**src/rpf_emitter.sv**
```systemverilog
// Receive-packet frame emitter: package and top module
////////////////////////////////////////////////////////////////////////////////
package rpf_pkg;
	// Frame constants
	localparam logic [7:0]  START_DELIM   = 8'h7E;
	localparam logic [7:0]  TYPE_RX       = 8'h90;
	localparam logic [7:0]  CSUM_BASE     = 8'hFF;
	localparam logic [15:0] FIXED_BODY    = 16'h000C;
	localparam logic [15:0] LEN_LIMIT     = 16'hFFF3;
	// Byte offsets inside the frame
	localparam logic [3:0]  IDX_LEN_HI    = 4'h1;
	localparam logic [3:0]  IDX_LEN_LO    = 4'h2;
	localparam logic [3:0]  IDX_TYPE      = 4'h3;
	localparam logic [3:0]  IDX_SRC64     = 4'h4;
	localparam logic [3:0]  IDX_SRC64_END = 4'hB;
	localparam logic [3:0]  IDX_SRC16     = 4'hC;
	localparam logic [3:0]  IDX_SRC16_LO  = 4'hD;
	localparam logic [3:0]  IDX_OPTS      = 4'hE;
	localparam logic [15:0] IDX_PAYLOAD   = 16'h000F;
	// Receive-options bit positions
	localparam int          OPT_ACK       = 0;
	localparam int          OPT_BCAST     = 1;
	localparam int          OPT_SECURE    = 4;
	localparam int          OPT_APS       = 5;
	localparam int          OPT_END_DEV   = 6;
	localparam int          OPT_METHOD    = 6;
	// Register map
	localparam logic [3:0]  REG_CTRL      = 4'h0;
	localparam logic [3:0]  REG_STATUS    = 4'h4;
	localparam logic [3:0]  REG_FRAMES    = 4'h8;
	localparam logic [3:0]  REG_DROPS     = 4'hC;
	localparam logic [1:0]  SEL_STANDARD  = 2'h0;
	localparam logic [1:0]  CTRL_SEL_RST  = 2'h0;
	localparam logic        CTRL_ESC_RST  = 1'b0;

	typedef enum {ST_IDLE, ST_HDR, ST_PAY, ST_CSUM, ST_DROP} rpf_state_t;

	// Options byte: every flag ORed in, bits 2 and 3 stay zero
	function automatic logic [7:0] rpf_opts(input logic ack, input logic bcast,
		input logic secure, input logic aps, input logic end_dev, input logic [1:0] method);
		logic [7:0] o;
		o = 8'h00;
		o[OPT_ACK]     = ack;
		o[OPT_BCAST]   = bcast;
		o[OPT_SECURE]  = secure;
		o[OPT_APS]     = aps;
		o[OPT_END_DEV] = end_dev;
		o = o | {method, 6'h00};
		return o;
	endfunction
endpackage

////////////////////////////////////////////////////////////////////////////////
// Summary of operation
// - With standard output selected, emit one frame for every received packet whose length is within MAX_PAYLOAD.
// - Every frame opens with one start-delimiter byte at offset zero.
// - Offset one holds a two-byte length: bytes between length and checksum.
// - Offset three carries frame type 0x90.
// - Offsets four to eleven carry the sender's 64-bit address.
// - Offsets twelve and thirteen carry the sender's 16-bit network address.
// - Offset fourteen options: bit0 acknowledged, bit1 broadcast, bits 2-3 reserved.
// - Options bit4 secure session, bit5 network security, bit6 end device.
// - Options bits 7:6 encode the mesh delivery method, 00 invalid.
// - Option flags combine by OR; end device and method bit 0 share bit 6.
// - Payload bytes follow from offset fifteen, in received order.
// - Checksum is 0xFF minus low byte of sum from offset three.
// - Multi-byte fields go out most significant byte first.
module rpf_emitter
	import rpf_pkg::*;
#(
	parameter logic [15:0] MAX_PAYLOAD = LEN_LIMIT
) (
	// Clock and reset
	input  wire logic        MCLK,
	input  wire logic        SRST,
	// Register port
	input  wire logic [3:0]  REG_ADDR,
	input  wire logic [31:0] REG_WDATA,
	input  wire logic        REG_WR,
	input  wire logic        REG_RD,
	output logic [31:0]      REG_RDATA,
	// Received packet descriptor
	input  wire logic        PKT_VALID,
	output logic             PKT_READY,
	input  wire logic [63:0] PKT_SRC64,
	input  wire logic [15:0] PKT_SRC16,
	input  wire logic        PKT_ACKED,
	input  wire logic        PKT_BCAST,
	input  wire logic        PKT_SECURE,
	input  wire logic        PKT_APS,
	input  wire logic        PKT_END_DEV,
	input  wire logic [1:0]  PKT_METHOD,
	input  wire logic [15:0] PKT_LEN,
	// Received payload bytes
	input  wire logic        PAY_VALID,
	output logic             PAY_READY,
	input  wire logic [7:0]  PAY_DATA,
	// Serial API byte stream
	output logic             OUT_VALID,
	input  wire logic        OUT_READY,
	output logic [7:0]       OUT_DATA,
	output logic             OUT_LAST
);
	rpf_state_t  state;
	logic [3:0]  idx;
	logic [15:0] left;
	logic [7:0]  sum;
	logic [63:0] src64;
	logic [15:0] src16;
	logic [7:0]  opts;
	logic [15:0] body_len;
	logic [1:0]  api_output_select;
	logic        api_escape_select;
	logic [15:0] frames;
	logic [15:0] drops;
	logic        pkt_take;
	logic        bi_valid;
	logic        bi_ready;
	logic [7:0]  bi_data;
	logic        bi_last;
	logic        bi_fire;
	logic        pay_fire;
	logic        accept_ok;

	// Elaboration check: the length field must hold twelve plus the payload
	if (MAX_PAYLOAD > LEN_LIMIT) begin
		$error("rpf_emitter: MAX_PAYLOAD too large for the length field");
	end

	// Header byte at a given offset, big-endian fields
	function automatic logic [7:0] hdr_byte(input logic [3:0] i, input logic [15:0] l,
		input logic [63:0] a64, input logic [15:0] a16, input logic [7:0] o);
		logic [7:0] b;
		b = START_DELIM;
		if (i == IDX_LEN_HI)
			b = l[15:8];
		else if (i == IDX_LEN_LO)
			b = l[7:0];
		else if (i == IDX_TYPE)
			b = TYPE_RX;
		else if (i >= IDX_SRC64 && i <= IDX_SRC64_END)
			b = 8'(a64 >> {IDX_SRC64_END - i, 3'h0});
		else if (i == IDX_SRC16)
			b = a16[15:8];
		else if (i == IDX_SRC16_LO)
			b = a16[7:0];
		else if (i == IDX_OPTS)
			b = o;
		return b;
	endfunction

	////////////////////////////////////////////////////////////////////////////
	// Handshakes
	assign PKT_READY = (state == ST_IDLE);
	assign pkt_take  = PKT_VALID && PKT_READY;
	assign accept_ok = (api_output_select == SEL_STANDARD) && (PKT_LEN <= MAX_PAYLOAD);
	assign PAY_READY = (state == ST_DROP) || (state == ST_PAY && bi_ready);
	assign pay_fire  = PAY_VALID && PAY_READY;
	assign bi_fire   = bi_valid && bi_ready;

	// Byte offered to the buffer in each state
	always_comb begin
		bi_valid = 1'b0;
		bi_data  = 8'h00;
		bi_last  = 1'b0;
		unique case (state)
			ST_IDLE, ST_DROP: begin
				bi_valid = 1'b0;
			end
			ST_HDR: begin
				bi_valid = 1'b1;
				bi_data  = hdr_byte(idx, body_len, src64, src16, opts);
			end
			ST_PAY: begin
				bi_valid = PAY_VALID;
				bi_data  = PAY_DATA;
			end
			ST_CSUM: begin
				bi_valid = 1'b1;
				bi_data  = CSUM_BASE - sum;
				bi_last  = 1'b1;
			end
		endcase
	end

	////////////////////////////////////////////////////////////////////////////
	// Frame sequencer; other output modes swallow the payload unseen
	always_ff @(posedge MCLK) begin
		if (SRST)
			state <= ST_IDLE;
		else begin
			unique case (state)
				ST_IDLE: begin
					if (pkt_take && accept_ok)
						state <= ST_HDR;
					else if (pkt_take && PKT_LEN != 16'h0000)
						state <= ST_DROP;
				end
				ST_HDR: begin
					if (bi_fire && idx == IDX_OPTS)
						state <= (left == 16'h0000) ? ST_CSUM : ST_PAY;
				end
				ST_PAY: begin
					if (pay_fire && left == 16'h0001)
						state <= ST_CSUM;
				end
				ST_CSUM: begin
					if (bi_fire)
						state <= ST_IDLE;
				end
				ST_DROP: begin
					if (pay_fire && left == 16'h0001)
						state <= ST_IDLE;
				end
			endcase
		end
	end

	// Header offset counter
	always_ff @(posedge MCLK) begin
		if (SRST || state == ST_IDLE)
			idx <= 4'h0;
		else if (state == ST_HDR && bi_fire)
			idx <= idx + 4'h1;
	end

	// Payload bytes still expected
	always_ff @(posedge MCLK) begin
		if (SRST)
			left <= 16'h0000;
		else if (pkt_take)
			left <= PKT_LEN;
		else if (pay_fire)
			left <= left - 16'h0001;
	end

	// Running sum from the type byte onward
	always_ff @(posedge MCLK) begin
		if (SRST || state == ST_IDLE)
			sum <= 8'h00;
		else if (bi_fire && !bi_last && (state == ST_PAY || idx >= IDX_TYPE))
			sum <= sum + bi_data;
	end

	// Packet fields held for the duration of the frame
	always_ff @(posedge MCLK) begin
		if (SRST) begin
			src64    <= 64'h0;
			src16    <= 16'h0000;
			opts     <= 8'h00;
			body_len <= 16'h0000;
		end else if (pkt_take) begin
			src64    <= PKT_SRC64;
			src16    <= PKT_SRC16;
			// Flags may overlap on bit 6; OR merges end device and method bit 0 there
			opts     <= rpf_opts(PKT_ACKED, PKT_BCAST, PKT_SECURE, PKT_APS,
				PKT_END_DEV, PKT_METHOD);
			body_len <= FIXED_BODY + PKT_LEN;
		end
	end

	////////////////////////////////////////////////////////////////////////////
	// Two-entry buffer so a stalled host loses no byte
	rpf_fifo #(
		.WIDTH (9),
		.DEPTH (2)
	) u_fifo (
		.clk       (MCLK),
		.srst      (SRST),
		.in_valid  (bi_valid),
		.in_ready  (bi_ready),
		.in_data   ({bi_last, bi_data}),
		.out_valid (OUT_VALID),
		.out_ready (OUT_READY),
		.out_data  ({OUT_LAST, OUT_DATA})
	);

	////////////////////////////////////////////////////////////////////////////
	// Control register
	always_ff @(posedge MCLK) begin
		if (SRST) begin
			api_output_select <= CTRL_SEL_RST;
			api_escape_select <= CTRL_ESC_RST;
		end else if (REG_WR && REG_ADDR == REG_CTRL) begin
			api_output_select <= REG_WDATA[1:0];
			api_escape_select <= REG_WDATA[2];
		end
	end

	// Frame and drop counters, cleared by writing their offset unless a count lands in the same cycle
	always_ff @(posedge MCLK) begin
		if (SRST)
			frames <= 16'h0000;
		else if (state == ST_CSUM && bi_fire)
			frames <= frames + 16'h0001;
		else if (REG_WR && REG_ADDR == REG_FRAMES)
			frames <= 16'h0000;
	end

	always_ff @(posedge MCLK) begin
		if (SRST)
			drops <= 16'h0000;
		else if (pkt_take && !accept_ok)
			drops <= drops + 16'h0001;
		else if (REG_WR && REG_ADDR == REG_DROPS)
			drops <= 16'h0000;
	end

	// Read data one cycle after the strobe; unmapped reads as zero
	always_ff @(posedge MCLK) begin
		if (SRST)
			REG_RDATA <= 32'h0;
		else if (REG_RD) begin
			unique case (REG_ADDR)
				REG_CTRL:   REG_RDATA <= {29'h0, api_escape_select, api_output_select};
				REG_STATUS: REG_RDATA <= {30'h0, OUT_VALID, state != ST_IDLE};
				REG_FRAMES: REG_RDATA <= {16'h0, frames};
				REG_DROPS:  REG_RDATA <= {16'h0, drops};
				default:    REG_RDATA <= 32'h0;
			endcase
		end else
			REG_RDATA <= 32'h0;
	end

	////////////////////////////////////////////////////////////////////////////
	// Output-side observers: byte offset and sum of what the host sees
	logic [15:0] ocnt;
	logic [7:0]  osum;
	logic [15:0] olen;
	logic        ofire;
	assign ofire = OUT_VALID && OUT_READY;

	always_ff @(posedge MCLK) begin
		if (SRST || (ofire && OUT_LAST)) begin
			ocnt <= 16'h0000;
			osum <= 8'h00;
		end else if (ofire) begin
			ocnt <= ocnt + 16'h0001;
			if (ocnt >= 16'(IDX_TYPE))
				osum <= osum + OUT_DATA;
			// Length as the host saw it; a fresh descriptor cannot skew the check
			if (ocnt == 16'(IDX_LEN_HI) || ocnt == 16'(IDX_LEN_LO))
				olen <= {olen[7:0], OUT_DATA};
		end
	end

	start_byte_a: assert property (@(posedge MCLK) disable iff (SRST)
		OUT_VALID && ocnt == 16'h0000 |-> OUT_DATA == 8'h7E && !OUT_LAST)
		else $error("frame does not open with the start delimiter");

	length_field_a: assert property (@(posedge MCLK) disable iff (SRST)
		OUT_VALID && ocnt == 16'h0002 |-> OUT_DATA == body_len[7:0])
		else $error("length low byte wrong");

	type_code_a: assert property (@(posedge MCLK) disable iff (SRST)
		OUT_VALID && ocnt == 16'h0003 |-> OUT_DATA == 8'h90)
		else $error("frame type byte is not 0x90");

	src_addr_a: assert property (@(posedge MCLK) disable iff (SRST)
		OUT_VALID && ocnt == 16'h0004 |-> OUT_DATA == src64[63:56])
		else $error("64-bit source not sent high byte first");

	net_addr_a: assert property (@(posedge MCLK) disable iff (SRST)
		OUT_VALID && ocnt == 16'h000D |-> OUT_DATA == src16[7:0])
		else $error("16-bit source low byte wrong");

	opts_byte_a: assert property (@(posedge MCLK) disable iff (SRST)
		OUT_VALID && ocnt == 16'h000E |-> OUT_DATA[3:2] == 2'b00 && OUT_DATA == opts)
		else $error("receive-options byte wrong");

	frame_len_a: assert property (@(posedge MCLK) disable iff (SRST)
		ofire && OUT_LAST |-> ocnt == olen + 16'h0003)
		else $error("frame length disagrees with the length field");

	checksum_a: assert property (@(posedge MCLK) disable iff (SRST)
		OUT_VALID && OUT_LAST |-> OUT_DATA == 8'hFF - osum)
		else $error("checksum byte wrong");

	emit_start_a: assert property (@(posedge MCLK) disable iff (SRST)
		pkt_take && api_output_select == 2'h0 && PKT_LEN <= MAX_PAYLOAD
		|=> state == ST_HDR ##1 OUT_VALID)
		else $error("standard-output packet did not start a frame");

	drop_quiet_a: assert property (@(posedge MCLK) disable iff (SRST)
		state == ST_DROP |-> !bi_valid && PAY_READY)
		else $error("dropped packet leaked bytes");
endmodule

```
**src/rpf_fifo.sv**
```systemverilog
// Small valid/ready FIFO that decouples the frame builder from the host
module rpf_fifo #(
	parameter int WIDTH = 9,
	parameter int DEPTH = 2
) (
	// Clock and reset
	input  wire logic             clk,
	input  wire logic             srst,
	// Filling side
	input  wire logic             in_valid,
	output logic                  in_ready,
	input  wire logic [WIDTH-1:0] in_data,
	// Draining side
	output logic                  out_valid,
	input  wire logic             out_ready,
	output logic [WIDTH-1:0]      out_data
);
	localparam int PW = (DEPTH > 1) ? $clog2(DEPTH) : 1;

	logic [WIDTH-1:0] mem [DEPTH];
	logic [PW-1:0]    wr_ptr;
	logic [PW-1:0]    rd_ptr;
	logic [PW:0]      count;
	logic             push;
	logic             pop;

	// Elaboration check: one entry cannot decouple both sides
	if (WIDTH < 1 || DEPTH < 2) begin
		$error("rpf_fifo: WIDTH must be >= 1 and DEPTH >= 2");
	end

	// Full and empty straight from the occupancy count
	assign in_ready  = (count != (PW+1)'(DEPTH));
	assign out_valid = (count != '0);
	assign out_data  = mem[rd_ptr];
	assign push      = in_valid && in_ready;
	assign pop       = out_valid && out_ready;

	// Storage; written only, never reset, since occupancy guards reads
	always_ff @(posedge clk) begin
		if (push)
			mem[wr_ptr] <= in_data;
	end

	// Pointers wrap at DEPTH, which need not be a power of two
	always_ff @(posedge clk) begin
		if (srst) begin
			wr_ptr <= '0;
			rd_ptr <= '0;
		end else begin
			if (push)
				wr_ptr <= (wr_ptr == PW'(DEPTH - 1)) ? '0 : wr_ptr + 1'b1;
			if (pop)
				rd_ptr <= (rd_ptr == PW'(DEPTH - 1)) ? '0 : rd_ptr + 1'b1;
		end
	end

	// Occupancy
	always_ff @(posedge clk) begin
		if (srst)
			count <= '0;
		else if (push && !pop)
			count <= count + 1'b1;
		else if (pop && !push)
			count <= count - 1'b1;
	end
endmodule

```
**config.mk**
```make
export PLATFORM = sky130hd
export DESIGN_NAME = rpf_emitter
export DESIGN_NICKNAME = d
export VERILOG_FILES = /design/src/rpf_emitter.sv /design/src/rpf_fifo.sv
export SDC_FILE = /design/constraint.sdc
export NUM_CORES = 1
export LEC_CHECK = 0
export BUFFER_PORTS_ARGS = -buffer_cell sky130_fd_sc_hd__buf_2
export CORE_MARGIN = 8
export CORE_UTILIZATION = 32
export CTS_CLUSTER_DIAMETER = 100
export CTS_CLUSTER_SIZE = 8
export DETAILED_ROUTE_END_ITERATION = 8
export REMOVE_ABC_BUFFERS = 1
export SETUP_SLACK_MARGIN = 0.02
export SYNTH_ARGS = -nofsm -noshare
export SYNTH_HDL_FRONTEND = slang
export SYNTH_HIERARCHICAL = 1
export SYNTH_SLANG_ARGS = --single-unit
export TNS_END_PERCENT = 20
```
**constraint.sdc**
```tcl
create_clock -name MCLK -period 8.1 [get_ports MCLK]
set_input_delay 0.81 -clock MCLK [delete_from_list [all_inputs] [get_ports MCLK]]
set_output_delay 0.81 -clock MCLK [all_outputs]
set_load 0.03 [all_outputs]
```
After elaboration in Yosys (flattened, before gate mapping)

Memories as Yosys holds them, arrays and structs flattened. A register that Yosys moved wholly into a read port is not among the register bits.
Index checks and enable logic that the tools add are counted.
W data, S select, Z words.

Memory bits (writable): 18
Word-level logic and storage cells: 137
Memories kept: 1
Bits of input ports: 154
Register bits: 235

Muxes and demuxes: 33
Shifts and indexed selects: 1
Reduce and logical (&&, ||, !) cells: 44
Equal/unequal tests: 24
Bitwise operators: 2
$add $sub $neg: 12
Magnitude comparators: 4

Memory list:

| name       | depth | width | rd ports | clocked after Yosys merged registers in | wr ports | line           | RTL |
|---|---|---|---|---|---|---|---|
| u_fifo.mem | 2     | 9     | 1        | 1                                       | 1        | rpf_fifo.sv:20 | `logic [WIDTH-1:0] mem [DEPTH];` |

Operators by type and width:

| kind                    | count |
|---|---|
| $mux W32                | 6 |
| $pmux W32 S5            | 1 |
| $eq A32 B2 Y1 const B   | 3 |
| $eq A32 B3 Y1 const B   | 3 |
| $mux W16                | 6 |
| $logic_not A32 Y1       | 2 |
| $pmux W16 S4            | 1 |
| $shr A64 B7 Y8          | 1 |
| $mux W8                 | 7 |
| $add A16 B1 Y16 const B | 2 |
| $eq A32 B1 Y1 const B   | 1 |
| $eq A32 B4 Y1 const B   | 1 |
| $reduce_bool A32 Y1     | 1 |
| $pmux W8 S3             | 1 |
| $logic_and A1 B1 Y1     | 21 |
| $eq A4 B4 Y1 const B    | 5 |
| $add A4 B16 Y16 const A | 1 |
| $eq A16 B1 Y1 const B   | 1 |
| $le A16 B16 Y1 const B  | 1 |
| $logic_not A16 Y1       | 1 |
| $reduce_bool A16 Y1     | 1 |
| $sub A16 B1 Y16 const B | 1 |
| $ne A2 B2 Y1 const B    | 5 |
| $reduce_bool A2 Y1      | 5 |
| 25 further kinds        | 42 |

Logic depth before layout (Yosys ltp)

Depth in word-level cells: 10
Gate-level depth with buffers: 20
Mapped depth without buffers: 17

Modules after synthesis

Netlist, hierarchy kept.

By module, submodules not included:

| module      | area an instance (um^2) | sequential area each (um^2) | instances | cells an instance |
|---|---|---|---|---|
| rpf_emitter | 9226.3                  | 3683.5                      | 1         | 1165 |
| rpf_fifo    | 869.6                   | 640.6                       | 1         | 52 |

Worst setup path after synthesis

No wires, ideal clock.

Path kind: reg2reg
Start: reg idx[0]
End: reg sum[6]
Path slack: 3.792 ns
Clock period less this slack: 4.308 ns
Buffers on the path: 3
Arrival: 4.151 ns
Stages on the path, launching flop included: 20
Data required time: 7.944 ns
Cell sequence: dfxtp_1 -> clkbuf_1 -> buf_1 -> inv_1 -> ha_1 -> clkbuf_1 -> o21ai_1 -> nand2_1 -> o221ai_1 -> nand2_1 -> a311oi_1 -> ha_1 -> inv_1 -> fa_1 -> nor2b_1 -> o21ai_0 -> a21boi_0 -> o21a_1 -> or3_1 -> o311ai_0

Cells in the longest elaborated chain, start to end: 10
Elaborated cells on any way between the ends: 23
Classes of those cells: 2 x add/sub; 3 x order compare; 6 x eq/ne; 1 x shift; 8 x mux; 3 x reduce/logical

Ends and longest elaborated chain:

| element                                                               | line               | RTL |
|---|---|---|
| start: declaration                                                    | rpf_emitter.sv:105 | `logic [3:0] idx;` |
| start signal: assignment                                              | rpf_emitter.sv:224 | `idx <= idx + 4'h1;` |
| parallel branches: the longest is 7 deep, another holds $sub A4 B4 Y4 | n/a                |  |
| $mux W8 (*)                                                           | rpf_emitter.sv:135 | `if (i == IDX_LEN_HI)` |
| $pmux W8 S3 (*)                                                       | rpf_emitter.sv:166 | `unique case (state)` |
| via bi_data[0]                                                        | rpf_emitter.sv:119 | `logic [7:0] bi_data;` |
| $add A8 B8 Y8 (*)                                                     | rpf_emitter.sv:242 | `sum <= sum + bi_data;` |
| end signal: assignment                                                | rpf_emitter.sv:242 |  |
| end: declaration                                                      | rpf_emitter.sv:107 | `logic [7:0] sum;` |

Mark *: on every way through the listed nets, which the timed path passes.
A chain may end at the register's enable or synchronous reset.

Final worst setup path

Start: reg idx[2]
End: reg sum[6]

Same word-level chain as after synthesis.

==> run_results.csv <==
group,metric,value,unit
logic_synthesis,synth_mux_area_frac,0.07076,
route,drcViolationCount,0,
logic_synthesis,yosys_warnings,6,
die,dieWidth,193.6,um
hold_path,hold_class,"reg -> reg",
finish,fin_nets,1504,
logic_synthesis,yosys.area_share.simple,0.2244,
power,fin_total_pwr,0.003420,W
logic_synthesis,synth_top_area_frac,0.3748,
global_route,grt_pass1_vias,8823,
route,drt-total-wl,27.63,mm
logic_synthesis,synth.distinct_cells,70,
power,power.leakage,4.494,nW
logic_synthesis,synth_fa_ha_area_frac,0.02677,
setup_path,cp.buffers_inverters,2,
placed_design,place.port_buffers,152,
hold_path,hold_end,"src64[38]$_SDFFE_PP0P_",
status,status,"finished clean",
logic_synthesis,synth_xor_area_frac,0.01909,
cts,clockRootBuffer,"clkbuf_16",
setup_path,crit_path_cell_trace,"inv_2 > ha_1 > nor2b_1 > nand2_1 > o221ai_1 > nand2_1 > a311oi_1 > ha_1 > inv_1 > fa_1 > nor2b_1 > o21ai_0 > a21boi_0 > o21a_1 > or3_1 > o311ai_0",
placed_design,dp_hpwl,19.58,mm
die,start_util,0.3224,
die,die_h,193.6,um
hold_path,hp-start,"src64[38]$_SDFFE_PP0P_",
route,vias_per_cell,5.123,
setup_path,required,8.51,ns
placed_design,dp_cells,1700,
cts,clockBufferDepth,3,
setup_path,worstSetupPathType,"reg -> reg",
setup_path,r2r_slack,3.77,ns
logic_synthesis,synth_compound_area_frac,0.1772,
logic_synthesis,synth_edf_count,18,
die,ios,198,
cts,cts_tree,"built",
setup_path,critPathTopFamily,"compound AO/OA/AOI/OAI gates",
route,drt_iter0_markers,472,
setup_path,critPathMaxFanout,10,
cts,h-tree-depth,1,
logic_synthesis,syn_area_per_cell,8.296,um^2
finish,instances_no_fill,1735,
die,rows,65,
finish,multi_input_area,5314,um^2
cts,clock_sinks,207,
route,vias,8888,
logic_synthesis,syn_inst,1217,
logic_synthesis,synth_area_leader_cell,"dfxtp_1",
setup_path,endpoint_kind,"flop",
timing,rsz0062_at_grt,"false",
route,wl_per_cell,15.92,um
timing,fmax,0.2310,GHz
logic_synthesis,syn_area,10100,um^2
setup_path,arrival,4.74,ns
logic_synthesis,synthTopCellsByArea,"dfxtp_1 (37%), nand2_1 (9.3%), a21oi_1 (7.1%)",
global_route,grt_pass1_wl,45.26,mm
setup_path,rr_startpoint,"idx[2]$_SDFFE_PP0P_",
power,ir_drop,0.1901,mV
timing,setup_viol_count_final,0,
setup_path,reg2regPathDepth,16,
cts,clk_latency,0.55,ns
finish,drive_above_1_share,0.1817,
global_route,antenna_found_initial,6,
timing,relSlewSlack,0.3392,
timing,worst_pin_slew,0.9870,ns
flow_run,cap_violations,0,
finish,area_growth,17.39,%
cts,path_clk_slew,0.05,ns
timing,drv_slew,0,
logic_synthesis,ys_seq_area_frac,0.4283,
cts,ctsHoldBuffers,0,
logic_synthesis,synth_top_flop_cell,"dfxtp_1",
setup_path,worstSetupStartpointType,"flop",
global_route,overflow,0,
cts,cts_resized,0,
finish,layout_common_cells,"nand2_1 (251), dfxtp_1 (189), buf_2 (151)",
finish,fillers,3228,
logic_synthesis,synth_async_sr_flop_share,0,
cts,post_cts_buffers,0,
finish,mostFrequentLayoutCell,"nand2_1",
cts,numCtsBuffers,29,
setup_path,max_stage_delay,0.58,ns
setup_path,slowest_stage,"dfxtp_1",
timing,fin_tns_setup,0,ns
die,dieArea,37490,um^2
route,firstDrtPassIters,5,
timing,min_period_over_period,0.5344,
timing,hold_viol_final,0,
power,power_density,288.6,nW/um^2
finish,regArea,4324,um^2
hold_path,hold_depth,2,
timing,finClkSkew,0.01908,ns
die,core_area,31310,um^2
timing,min_period,4.329,ns
setup_path,worstReg2RegEnd,"sum[6]$_SDFFE_PP0P_",
placed_design,gp_routability_congestion,0.8121,
route,ant_nets,0,
global_route,grt_max_degree,104,
global_route,track_usage,0.1424,
logic_synthesis,ys_ff_latch,207,
logic_synthesis,synth_top_family_by_area,"simple AND/OR/NAND/NOR gates",
## sequential cells by signal, indices dropped and copies added, names as in the netlist, named ones only
signal	cells
REG_RDATA	16
api_escape_select	1
api_output_select	2
body_len	16
drops	16
frames	16
idx	4
left	16
opts	6
src16	16
src64	64
state	3
sum	8
u_fifo/count	2
u_fifo/mem	18
u_fifo/rd_ptr	1
u_fifo/wr_ptr	1
## routing by layer
metal  part of all wire  track usage
met2               0.45       0.2275
met3              0.050      0.03315
met1               0.48       0.1905
met5             0.0018            0
met4              0.020      0.03791
## kinds of logic (layout without fill, tap and decap cells)
family	Yosys count	count (layout)
xor gates and xnor gates	22	22
muxes	48	48
buffers and inverters	125	225
DFF	207	207
and+or+nand+nor	502	502
adders and majority gates	21	21
AOI/OAI and AO/OA	291	291
other	1	17
## synth_stat cells, drive strengths merged (17+ instances only)
cell    instances
dfxtp         189
o21ai          30
buf            29
inv            29
nor2          103
a21oi         143
clkbuf         67
a211oi         26
ha             20
nand2         251
mux4           17
mux2           17
edfxtp         18
or3            17
nand3          28
## per-stage QoR
step | setup WS [ns] | hold slack (ns) | utilization | area, um^2
CTS | 3.798 | 0.4501 | 0.3784 | 11850
floorplan | -2.500 | 0.4227 | - | 9726
finish | 3.771 | 0.4500 | 0.3785 | 11850
detailed placement | 3.866 | 0.4435 | 0.3541 | 11090
global route | 3.348 | 0.4621 | 0.3784 | 11850
global placement | 3.877 | 0.4390 | 0.3541 | 11090
## area by class of cell
| class | instances | share of cell area |
|---|---|---|
| diodes | 1 | 0.0002111 |
| clock buffers | 33 | 0.06250 |
| clock inverters | 1 | 0.001689 |
| inverters | 29 | 0.009185 |
| multi-input cells | 900 | 0.4484 |
| flip-flops and latches | 207 | 0.3649 |
| well taps | 402 | 0.04244 |
| repair buffers | 162 | 0.07073 |
## how the worst max path moves through the flow
stage                                    from  cells after the start                endpoint
after global routing      idx[2]$_SDFFE_PP0P_                     16     sum[6]$_SDFFE_PP0P_
after detailed placement  idx[2]$_SDFFE_PP0P_                     16     sum[6]$_SDFFE_PP0P_
after CTS                 idx[2]$_SDFFE_PP0P_                     16     sum[6]$_SDFFE_PP0P_
after floorplan                     PKT_VALID                      6  drops[15]$_SDFFE_PP0P_
after global placement    idx[2]$_SDFFE_PP0P_                     16     sum[6]$_SDFFE_PP0P_
final                     idx[2]$_SDFFE_PP0P_                     16     sum[6]$_SDFFE_PP0P_
## worst reg2reg max path, stage by stage (launching register included)
cell      delay, ns
dfxtp_1        0.58
inv_2          0.22
ha_1           0.49
nor2b_1        0.33
nand2_1        0.13
o221ai_1       0.27
nand2_1        0.15
a311oi_1       0.44
ha_1           0.27
inv_1          0.06
fa_1           0.38
nor2b_1        0.15
o21ai_0        0.13
a21boi_0       0.24
o21a_1         0.16
or3_1          0.10
o311ai_0       0.11
## report_power, final
part           switching, W  internal (W)  leakage [nW]  total (W)
clock              0.000429      0.000633         0.372    0.00106
combinational      0.000657      0.000359          2.41    0.00102
sequential         0.000116       0.00123          1.71    0.00134
total               0.00120       0.00222          4.49    0.00342
Note: power is estimated with default switching activity, not from simulation.
